<file path="src/asfc_pkg.sv">
// Package for the ALU status flag control block: register map, flag layout,
// reset values and instruction classes.
// Assumes a 32-bit AHB-Lite register bus and a 4-bit data path.
package asfc_pkg;

   // -----------------------------------------------------------------
   // Register map
   // -----------------------------------------------------------------
   localparam logic [7:0] ASFC_PSW_OFFSET = 8'h00;
   localparam logic [7:0] ASFC_TEMP_OFFSET = 8'h04;
   localparam int ASFC_ADDR_BITS = 8;

   // -----------------------------------------------------------------
   // Flag field positions within the status word, and temp B position in the temporary register word
   // -----------------------------------------------------------------
   localparam int ASFC_ZERO_BIT = 0;
   localparam int ASFC_CARRY_BIT = 1;
   localparam int ASFC_CMP_BIT = 2;
   localparam int ASFC_DEC_BIT = 3;
   localparam int ASFC_TEMP_B_LSB = 4;

   // -----------------------------------------------------------------
   // Reset values and constants
   // -----------------------------------------------------------------
   localparam logic [3:0] ASFC_PSW_RESET = 4'h0;
   localparam logic [3:0] ASFC_NIBBLE_ZERO = 4'h0;
   localparam logic [5:0] ASFC_BCD_TEN = 6'h0a;
   localparam logic [5:0] ASFC_BCD_TWENTY = 6'h14;
   localparam logic [5:0] ASFC_BCD_SUB_LOW = 6'h36;
   localparam logic [5:0] ASFC_BCD_TWO = 6'h02;
   localparam logic [5:0] ASFC_BCD_28 = 6'h1c;
   localparam logic [5:0] ASFC_BCD_29 = 6'h1d;
   localparam logic [1:0] ASFC_HI_TOP = 2'h3;
   localparam logic [1:0] ASFC_HI_MID = 2'h2;

   // -----------------------------------------------------------------
   // Instruction classes
   // -----------------------------------------------------------------
   typedef enum logic [3:0] {
      ASFC_OP_ADD, ASFC_OP_ADDC, ASFC_OP_SUB, ASFC_OP_SUBC,
      ASFC_OP_OR, ASFC_OP_AND, ASFC_OP_XOR,
      ASFC_OP_SKT, ASFC_OP_SKF,
      ASFC_OP_SKE, ASFC_OP_SKNE, ASFC_OP_SKGE, ASFC_OP_SKLT,
      ASFC_OP_ROTATE
   } asfc_op_type;

endpackage : asfc_pkg

</file>
<file path="src/asfc_alu.sv">
// ALU status flag control: temporary operands, arithmetic, logic, evaluation
// and rotation, flag update, write-back and skip decisions.
// Assumes the sequencer holds exec for one cycle per instruction and an
// AHB-Lite master with a single slave on hclk.
// Operation
// - Compare flag set: arithmetic updates flags but writes no result.
// - Decimal flag set: arithmetic in single-digit BCD, else 4-bit binary.
// - Compare flag clear: zero flag set on zero result, else cleared.
// - Compare flag set: zero result keeps zero flag, nonzero clears it.
// - Only arithmetic or status word writes change the zero flag.
// - Arithmetic sets carry on carry or borrow, else clears it.
// - With-carry instructions feed the carry flag in as carry input.
// - Rotate: carry into b3, shift right, old b0 into carry.
// - Carry changes only by arithmetic, rotation and status word writes.
// - Bit evaluation clears the compare flag.
// - Compare flag does not affect comparisons, logic or rotation.
// - Decimal flag does not affect logic, evaluations or rotation.
// - Status word flags and ALU flags are the same flip-flops.
// - Operands are latched in 4-bit temporary registers A and B first.
// - Logic keeps zero and carry, ignores mode flags, always stores.
// - Evaluations only decide a skip of the next instruction, no store.
// - BCD add of 20 up, or sub outside -10..9, stores 1010B or more.
`timescale 1ns/1ns
`default_nettype none

module asfc_alu
   import asfc_pkg::*;
(
   input wire logic hclk,
   input wire logic hresetn,
   input wire logic hsel,
   input wire logic [31:0] haddr,
   input wire logic [1:0] htrans,
   input wire logic hwrite,
   input wire logic [2:0] hsize,
   input wire logic [31:0] hwdata,
   input wire logic hready,
   output logic hreadyout,
   output logic hresp,
   output logic [31:0] hrdata,
   input wire logic exec,
   input wire asfc_op_type op,
   input wire logic dest_is_reg,
   input wire logic [3:0] first_operand,
   input wire logic [3:0] second_operand,
   output logic busy,
   output logic done,
   output logic [3:0] result,
   output logic reg_write,
   output logic mem_write,
   output logic skip_next,
   output logic zero_flag,
   output logic carry_flag,
   output logic compare_no_store_flag,
   output logic decimal_flag
);

   // -----------------------------------------------------------------
   // State
   // -----------------------------------------------------------------
   logic [3:0] psw_reg;
   logic [3:0] temp_a_reg;
   logic [3:0] temp_b_reg;
   asfc_op_type op_reg;
   logic dest_reg;
   logic pend_reg;
   logic done_reg;
   logic [3:0] result_reg;
   logic reg_wr_reg;
   logic mem_wr_reg;
   logic skip_reg;
   logic dp_write_reg;
   logic dp_read_reg;
   logic [ASFC_ADDR_BITS-1:0] dp_addr_reg;

   logic is_arith;
   logic is_sub;
   logic cin;
   logic [5:0] bin_wide;
   logic [3:0] arith_val;
   logic arith_cy;
   logic [3:0] alu_val;
   logic eval_skip;
   logic [3:0] psw_next;
   logic [5:0] adj;

   // -----------------------------------------------------------------
   // Bus slave
   // -----------------------------------------------------------------

   // The slave never stalls and always answers OKAY.
   assign hreadyout = 1'b1;
   assign hresp = 1'b0;

   // Address phase capture of accepted transfers.
   always_ff @(posedge hclk or negedge hresetn) begin
      if (!hresetn) begin
         dp_write_reg <= 1'b0;
         dp_read_reg <= 1'b0;
         dp_addr_reg <= '0;
      end else if (hready) begin
         dp_write_reg <= hsel & htrans[1] & hwrite;
         dp_read_reg <= hsel & htrans[1] & ~hwrite;
         dp_addr_reg <= haddr[ASFC_ADDR_BITS-1:0];
      end
   end

   // Read data during the data phase; unmapped words read as zero.
   always_comb begin
      hrdata = '0;
      if (dp_read_reg) begin
         if (dp_addr_reg == ASFC_PSW_OFFSET) begin
            hrdata[3:0] = psw_reg;
         end else if (dp_addr_reg == ASFC_TEMP_OFFSET) begin
            hrdata[ASFC_TEMP_B_LSB+3:0] = {temp_b_reg, temp_a_reg};
         end
      end
   end

   // -----------------------------------------------------------------
   // Operand latch
   // -----------------------------------------------------------------

   // Operands go to temporary registers A and B when exec is taken.
   // A second exec while busy is ignored, so the operands never change under
   // the operation that is being computed.
   always_ff @(posedge hclk or negedge hresetn) begin
      if (!hresetn) begin
         temp_a_reg <= ASFC_NIBBLE_ZERO;
         temp_b_reg <= ASFC_NIBBLE_ZERO;
         op_reg <= ASFC_OP_ADD;
         dest_reg <= 1'b0;
         pend_reg <= 1'b0;
      end else begin
         pend_reg <= exec & ~pend_reg;
         if (exec && !pend_reg) begin
            temp_a_reg <= first_operand;
            temp_b_reg <= second_operand;
            op_reg <= op;
            dest_reg <= dest_is_reg;
         end
      end
   end

   // -----------------------------------------------------------------
   // Arithmetic
   // -----------------------------------------------------------------

   // Binary sum or difference with optional carry or borrow input.
   always_comb begin
      is_arith = (op_reg == ASFC_OP_ADD) || (op_reg == ASFC_OP_ADDC) ||
                 (op_reg == ASFC_OP_SUB) || (op_reg == ASFC_OP_SUBC);
      is_sub = (op_reg == ASFC_OP_SUB) || (op_reg == ASFC_OP_SUBC);
      cin = ((op_reg == ASFC_OP_ADDC) || (op_reg == ASFC_OP_SUBC)) &
            psw_reg[ASFC_CARRY_BIT];
      if (is_sub) begin
         bin_wide = {2'b00, temp_a_reg} - {2'b00, temp_b_reg} - {5'b00000, cin};
      end else begin
         bin_wide = {2'b00, temp_a_reg} + {2'b00, temp_b_reg} + {5'b00000, cin};
      end
   end

   // Result and carry in binary or BCD, by the decimal flag.
   // Out-of-range decimal outcomes keep the low two bits of an offset value
   // and set the upper two bits to 11B, or 10B for sums of 28 and 29, so they always read as 1010B or above.
   always_comb begin
      adj = 6'h00;
      arith_val = bin_wide[3:0];
      arith_cy = bin_wide[4];
      if (psw_reg[ASFC_DEC_BIT]) begin
         if (!is_sub) begin
            arith_cy = bin_wide >= ASFC_BCD_TEN;
            adj = bin_wide + ASFC_BCD_TWO;
            if (bin_wide >= ASFC_BCD_TWENTY) begin
               if (bin_wide == ASFC_BCD_28 || bin_wide == ASFC_BCD_29) begin
                  arith_val = {ASFC_HI_MID, adj[1:0]};
               end else begin
                  arith_val = {ASFC_HI_TOP, adj[1:0]};
               end
            end else if (arith_cy) begin
               adj = bin_wide - ASFC_BCD_TEN;
               arith_val = adj[3:0];
            end
         end else begin
            arith_cy = bin_wide[5] || (bin_wide >= ASFC_BCD_TEN);
            if (bin_wide[5] && bin_wide >= ASFC_BCD_SUB_LOW) begin
               adj = bin_wide + ASFC_BCD_TEN;
               arith_val = adj[3:0];
            end else if (arith_cy) begin
               adj = bin_wide - ASFC_BCD_TEN;
               arith_val = {ASFC_HI_TOP, adj[1:0]};
            end
         end
      end
   end

   // -----------------------------------------------------------------
   // Logic, evaluation and rotation
   // -----------------------------------------------------------------

   // Non-arithmetic classes work on plain binary, ignoring mode flags.
   always_comb begin
      alu_val = arith_val;
      eval_skip = 1'b0;
      unique case (op_reg)
         ASFC_OP_OR: alu_val = temp_a_reg | temp_b_reg;
         ASFC_OP_AND: alu_val = temp_a_reg & temp_b_reg;
         ASFC_OP_XOR: alu_val = temp_a_reg ^ temp_b_reg;
         ASFC_OP_SKT: eval_skip = (temp_a_reg & temp_b_reg) == temp_b_reg;
         ASFC_OP_SKF: eval_skip = (temp_a_reg & temp_b_reg) == ASFC_NIBBLE_ZERO;
         ASFC_OP_SKE: eval_skip = temp_a_reg == temp_b_reg;
         ASFC_OP_SKNE: eval_skip = temp_a_reg != temp_b_reg;
         ASFC_OP_SKGE: eval_skip = temp_a_reg >= temp_b_reg;
         ASFC_OP_SKLT: eval_skip = temp_a_reg < temp_b_reg;
         ASFC_OP_ROTATE: alu_val = {psw_reg[ASFC_CARRY_BIT], temp_a_reg[3:1]};
         ASFC_OP_ADD, ASFC_OP_ADDC, ASFC_OP_SUB, ASFC_OP_SUBC: alu_val = arith_val;
      endcase
   end

   // -----------------------------------------------------------------
   // Status flags
   // -----------------------------------------------------------------

   // Next flags from the executing instruction.
   always_comb begin
      psw_next = psw_reg;
      if (is_arith) begin
         psw_next[ASFC_CARRY_BIT] = arith_cy;
         if (arith_val != ASFC_NIBBLE_ZERO) begin
            psw_next[ASFC_ZERO_BIT] = 1'b0;
         end else if (!psw_reg[ASFC_CMP_BIT]) begin
            psw_next[ASFC_ZERO_BIT] = 1'b1;
         end
      end else if (op_reg == ASFC_OP_ROTATE) begin
         psw_next[ASFC_CARRY_BIT] = temp_a_reg[0];
      end else if (op_reg == ASFC_OP_SKT || op_reg == ASFC_OP_SKF) begin
         psw_next[ASFC_CMP_BIT] = 1'b0;
      end
   end

   // One storage for ALU and status word; an executing instruction wins.
   // A bus write that lands in the busy cycle is lost, so software must not
   // race the sequencer on the status word.
   always_ff @(posedge hclk or negedge hresetn) begin
      if (!hresetn) begin
         psw_reg <= ASFC_PSW_RESET;
      end else if (pend_reg) begin
         psw_reg <= psw_next;
      end else if (dp_write_reg && dp_addr_reg == ASFC_PSW_OFFSET) begin
         psw_reg <= hwdata[3:0];
      end
   end

   // -----------------------------------------------------------------
   // Write-back and skip
   // -----------------------------------------------------------------

   // Results and strobes registered in the cycle after the operand latch.
   always_ff @(posedge hclk or negedge hresetn) begin
      if (!hresetn) begin
         done_reg <= 1'b0;
         result_reg <= ASFC_NIBBLE_ZERO;
         reg_wr_reg <= 1'b0;
         mem_wr_reg <= 1'b0;
         skip_reg <= 1'b0;
      end else begin
         done_reg <= pend_reg;
         reg_wr_reg <= 1'b0;
         mem_wr_reg <= 1'b0;
         skip_reg <= 1'b0;
         if (pend_reg) begin
            result_reg <= alu_val;
            skip_reg <= eval_skip;
            if (op_reg == ASFC_OP_ROTATE) begin
               reg_wr_reg <= 1'b1;
            end else if (is_arith && psw_reg[ASFC_CMP_BIT]) begin
               reg_wr_reg <= 1'b0;
            end else if (is_arith || op_reg == ASFC_OP_OR ||
                         op_reg == ASFC_OP_AND || op_reg == ASFC_OP_XOR) begin
               reg_wr_reg <= dest_reg;
               mem_wr_reg <= ~dest_reg;
            end
         end
      end
   end

   // Outputs.
   assign busy = pend_reg;
   assign done = done_reg;
   assign result = result_reg;
   assign reg_write = reg_wr_reg;
   assign mem_write = mem_wr_reg;
   assign skip_next = skip_reg;
   assign zero_flag = psw_reg[ASFC_ZERO_BIT];
   assign carry_flag = psw_reg[ASFC_CARRY_BIT];
   assign compare_no_store_flag = psw_reg[ASFC_CMP_BIT];
   assign decimal_flag = psw_reg[ASFC_DEC_BIT];

endmodule : asfc_alu

`default_nettype wire

</file>
<file path="config.mk">
export PLATFORM = sky130hd
export DESIGN_NAME = asfc_alu
export DESIGN_NICKNAME = d
export VERILOG_FILES = /design/src/asfc_pkg.sv /design/src/asfc_alu.sv
export SDC_FILE = /design/constraint.sdc
export NUM_CORES = 1
export LEC_CHECK = 0
export ABC_CLOCK_PERIOD_IN_PS = 5600
export BUFFER_PORTS_ARGS = -buffer_cell sky130_fd_sc_hd__buf_2
export CAP_MARGIN = 40
export CORE_MARGIN = 5
export CORE_UTILIZATION = 30
export DETAILED_ROUTE_END_ITERATION = 6
export HOLD_SLACK_MARGIN = 0.1
export PLACE_DENSITY = 0.62
export SETUP_SLACK_MARGIN = 0.02
export SLEW_MARGIN = 5
export SYNTH_ARGS = -nofsm -noshare
export SYNTH_HDL_FRONTEND = slang
export SYNTH_SLANG_ARGS = --single-unit
</file>
<file path="constraint.sdc">
create_clock -name hclk -period 5.6 [get_ports hclk]
set_input_delay 1.12 -clock hclk [delete_from_list [all_inputs] [get_ports hclk]]
set_output_delay 1.12 -clock hclk [all_outputs]
set_load 0.05 [all_outputs]
</file>
==> results.sh <==
export IMPL_outcome="complete, no violations"
export IMPL_post_route_drc_count=0
export IMPL_critPathMaxStageDelay_ns=0.56
export IMPL_vias=2663
export IMPL_fillers=1078
export IMPL_power_mw=1.20
export IMPL_final_cell_mix="buf_2, dfrtp_1, nand2_1"
export IMPL_die_h_um=111
export IMPL_num_antenna_cells=0
export IMPL_timing_final_crit_share=0.819
export IMPL_ios=135
export IMPL_grt_pass1_wl_mm=13.3
export IMPL_clkTransAtPathRegs_ns=0.07
export IMPL_grt_max_degree=37
export IMPL_rsz0062_at_grt="no"
export IMPL_syn_mean_instance_area_sq_um=8.70
export IMPL_fmax_mhz=218
export IMPL_ant_nets=0
export IMPL_wire_per_inst_um=15.1
export IMPL_grt_pass1_vias=2603
export IMPL_final_common_cell="buf_2"
export IMPL_worst_setup_path_type="reg -> reg"
export IMPL_placementRows=37
export IMPL_synth_seq_area_share=0.293
export IMPL_path_delay_family="adder cells"
export IMPL_antenna_found_initial=0
export IMPL_hold_class="reg -> reg"
export IMPL_cts_buffers_inserted=5
export IMPL_crit_buf_inv=1
export IMPL_dp_hpwl_mm=6.37
export IMPL_cts_root_buffer="clkbuf_8"
export IMPL_drive_gt1_frac=0.196
export IMPL_fp_dieArea_sq_um=12400
export IMPL_critPathCaptureType="register"
export IMPL_coreArea_sq_um=10200
export IMPL_hold_viol_final=0
export IMPL_ys_async_sr_fraction=1.00
export IMPL_crit_required_ns=5.81
export IMPL_synth_edf_count=0
export IMPL_path_max_fanout=14
export IMPL_cts_hold_buf=0
export IMPL_slowest_stage="dfrtp_1"
export IMPL_fin_skew_ns=0.00329
export IMPL_worstMarginPinSlew_ns=0.811
export IMPL_fin_tns_setup_ns=0
export IMPL_ctsHtreeMaxLevel=2
export IMPL_power_density_nw_per_um2=349
export IMPL_ys_flop_type="dfrtp_1"
export IMPL_start_util=0.302
export IMPL_area_delta_synth_final_pct=11.8
export IMPL_path_depth=14
export IMPL_slew_headroom=0.459
export IMPL_drt_pass1_iter_count=4
export IMPL_whs_ns=0.440
export IMPL_finalMaxSlewViolations=0
export IMPL_hold_depth=1
export IMPL_vias_per_cell=4.99
export IMPL_ctsLongestPathBuffers=2
export IMPL_numPortBuffers=52
export IMPL_grt_total_usage=0.129
export IMPL_postSynthCellCount=354
export IMPL_worstPathArrival_ns=4.79
export IMPL_reg2reg_depth=14
export IMPL_ys_ff_latch=36
export IMPL_finalWirelength_mm=8.06
export IMPL_total_leakage_power_nw=1.59
export IMPL_cts_tree="done"
export IMPL_place_congestion=0.874
export IMPL_insertion_delay_ns=0.29
export IMPL_largest_reg_flops=8
export IMPL_start_kind="register"
export IMPL_drt_iter0_drc=170
export IMPL_ys_warn_count=0
export IMPL_ys_types=58
export IMPL_period_needed_ns=4.59
export IMPL_overflow=0
export IMPL_clock_sinks=36
export IMPL_ir_drop_v=0.000179
export IMPL_post_cts_buffers=0
export IMPL_path_cells="nor2_1 -> nand3_1 -> fa_1 -> fa_1 -> xor2_1 -> mux2i_1 -> inv_2 -> ha_1 -> a211oi_1 -> nor2_1 -> a221oi_1 -> o211ai_1 -> or3_1 -> a211oi_2"
export IMPL_setup_viol=0
export IMPL_die_width_um=111
export IMPL_max_cap_viol_count=0
export IMPL_fin_nets=508
export IMPL_netlist_area_sq_um=3080
export IMPL_cts_repair_resized=0
==> final timing paths <==
kind / startpoint / to / slack (ns)
setup reg to reg: op_reg[3] / psw_reg[0] / 1.01
hold / removal: dest_reg / mem_write / 0.44
min in group asynchronous: hresetn / psw_reg[3] / 0.91
setup / recovery: op_reg[3] / psw_reg[0] / 1.01
max in group asynchronous: hresetn / op_reg[0] / 4.16
hold reg to reg: dest_reg / mem_write / 0.44
==> metrics by stage <==
stage | utilization | worst slack (ns) | cell area, sq um | instances
6_report | 0.338 | 1.01 | 3440 | 534
3_5_place_dp | 0.328 | 1.08 | 3340 | 526
5_1_grt | 0.338 | 0.636 | 3440 | 534
4_1_cts | 0.338 | 1.04 | 3440 | 534
2_1_floorplan | - | 1.62 | 3170 | 378
3_3_place_gp | 0.328 | 1.10 | 3340 | 526
==> metal layers <==
metal	track usage	part of all wire
met5	0	0
met4	0.0292	0.011
met3	0.0284	0.052
met2	0.199	0.45
met1	0.186	0.49
==> synth_stat cells, types with 6 or more instances <==
| cell type | n | share of area |
|---|---|---|
| mux2i_1 | 11 | 0.036 |
| nand3_1 | 9 | 0.015 |
| clkbuf_1 | 9 | 0.011 |
| mux2_2 | 11 | 0.040 |
| a21oi_1 | 13 | 0.021 |
| buf_4 | 26 | 0.063 |
| dfrtp_1 | 36 | 0.29 |
| nand2_1 | 31 | 0.038 |
| o21ai_0 | 28 | 0.046 |
| o211ai_1 | 6 | 0.015 |
| ha_1 | 20 | 0.081 |
| inv_1 | 25 | 0.030 |
| nor2_1 | 18 | 0.022 |
==> where the power goes <==
| group | internal [mW] | switching, mW |
|---|---|---|
| Sequential | 0.300 | 0.0508 |
| Clock | 0.132 | 0.0931 |
| Combinational | 0.210 | 0.415 |
==> cell families after synthesis <==
family / share of synthesized area
and+or+nand+nor: 0.174
DFF: 0.293
AOI/OAI and AO/OA: 0.198
xor gates and xnor gates: 0.0272
adders and majority gates: 0.101
muxes: 0.0833
buffers and inverters: 0.122
other: 0.00244
==> final cells by class <==
| class | count | area [sq um] | area share |
|---|---|---|---|
| clock buffer | 6 | 72.6 | 0.0211 |
| multi-input combinational | 274 | 1890 | 0.549 |
| timing repair buffer | 54 | 275 | 0.0799 |
| clock inverter | 2 | 35.0 | 0.0102 |
| sequential | 36 | 901 | 0.262 |
| inverter | 26 | 97.6 | 0.0283 |
| tap | 136 | 170 | 0.0494 |
Note: power is estimated with default switching activity, not from simulation.
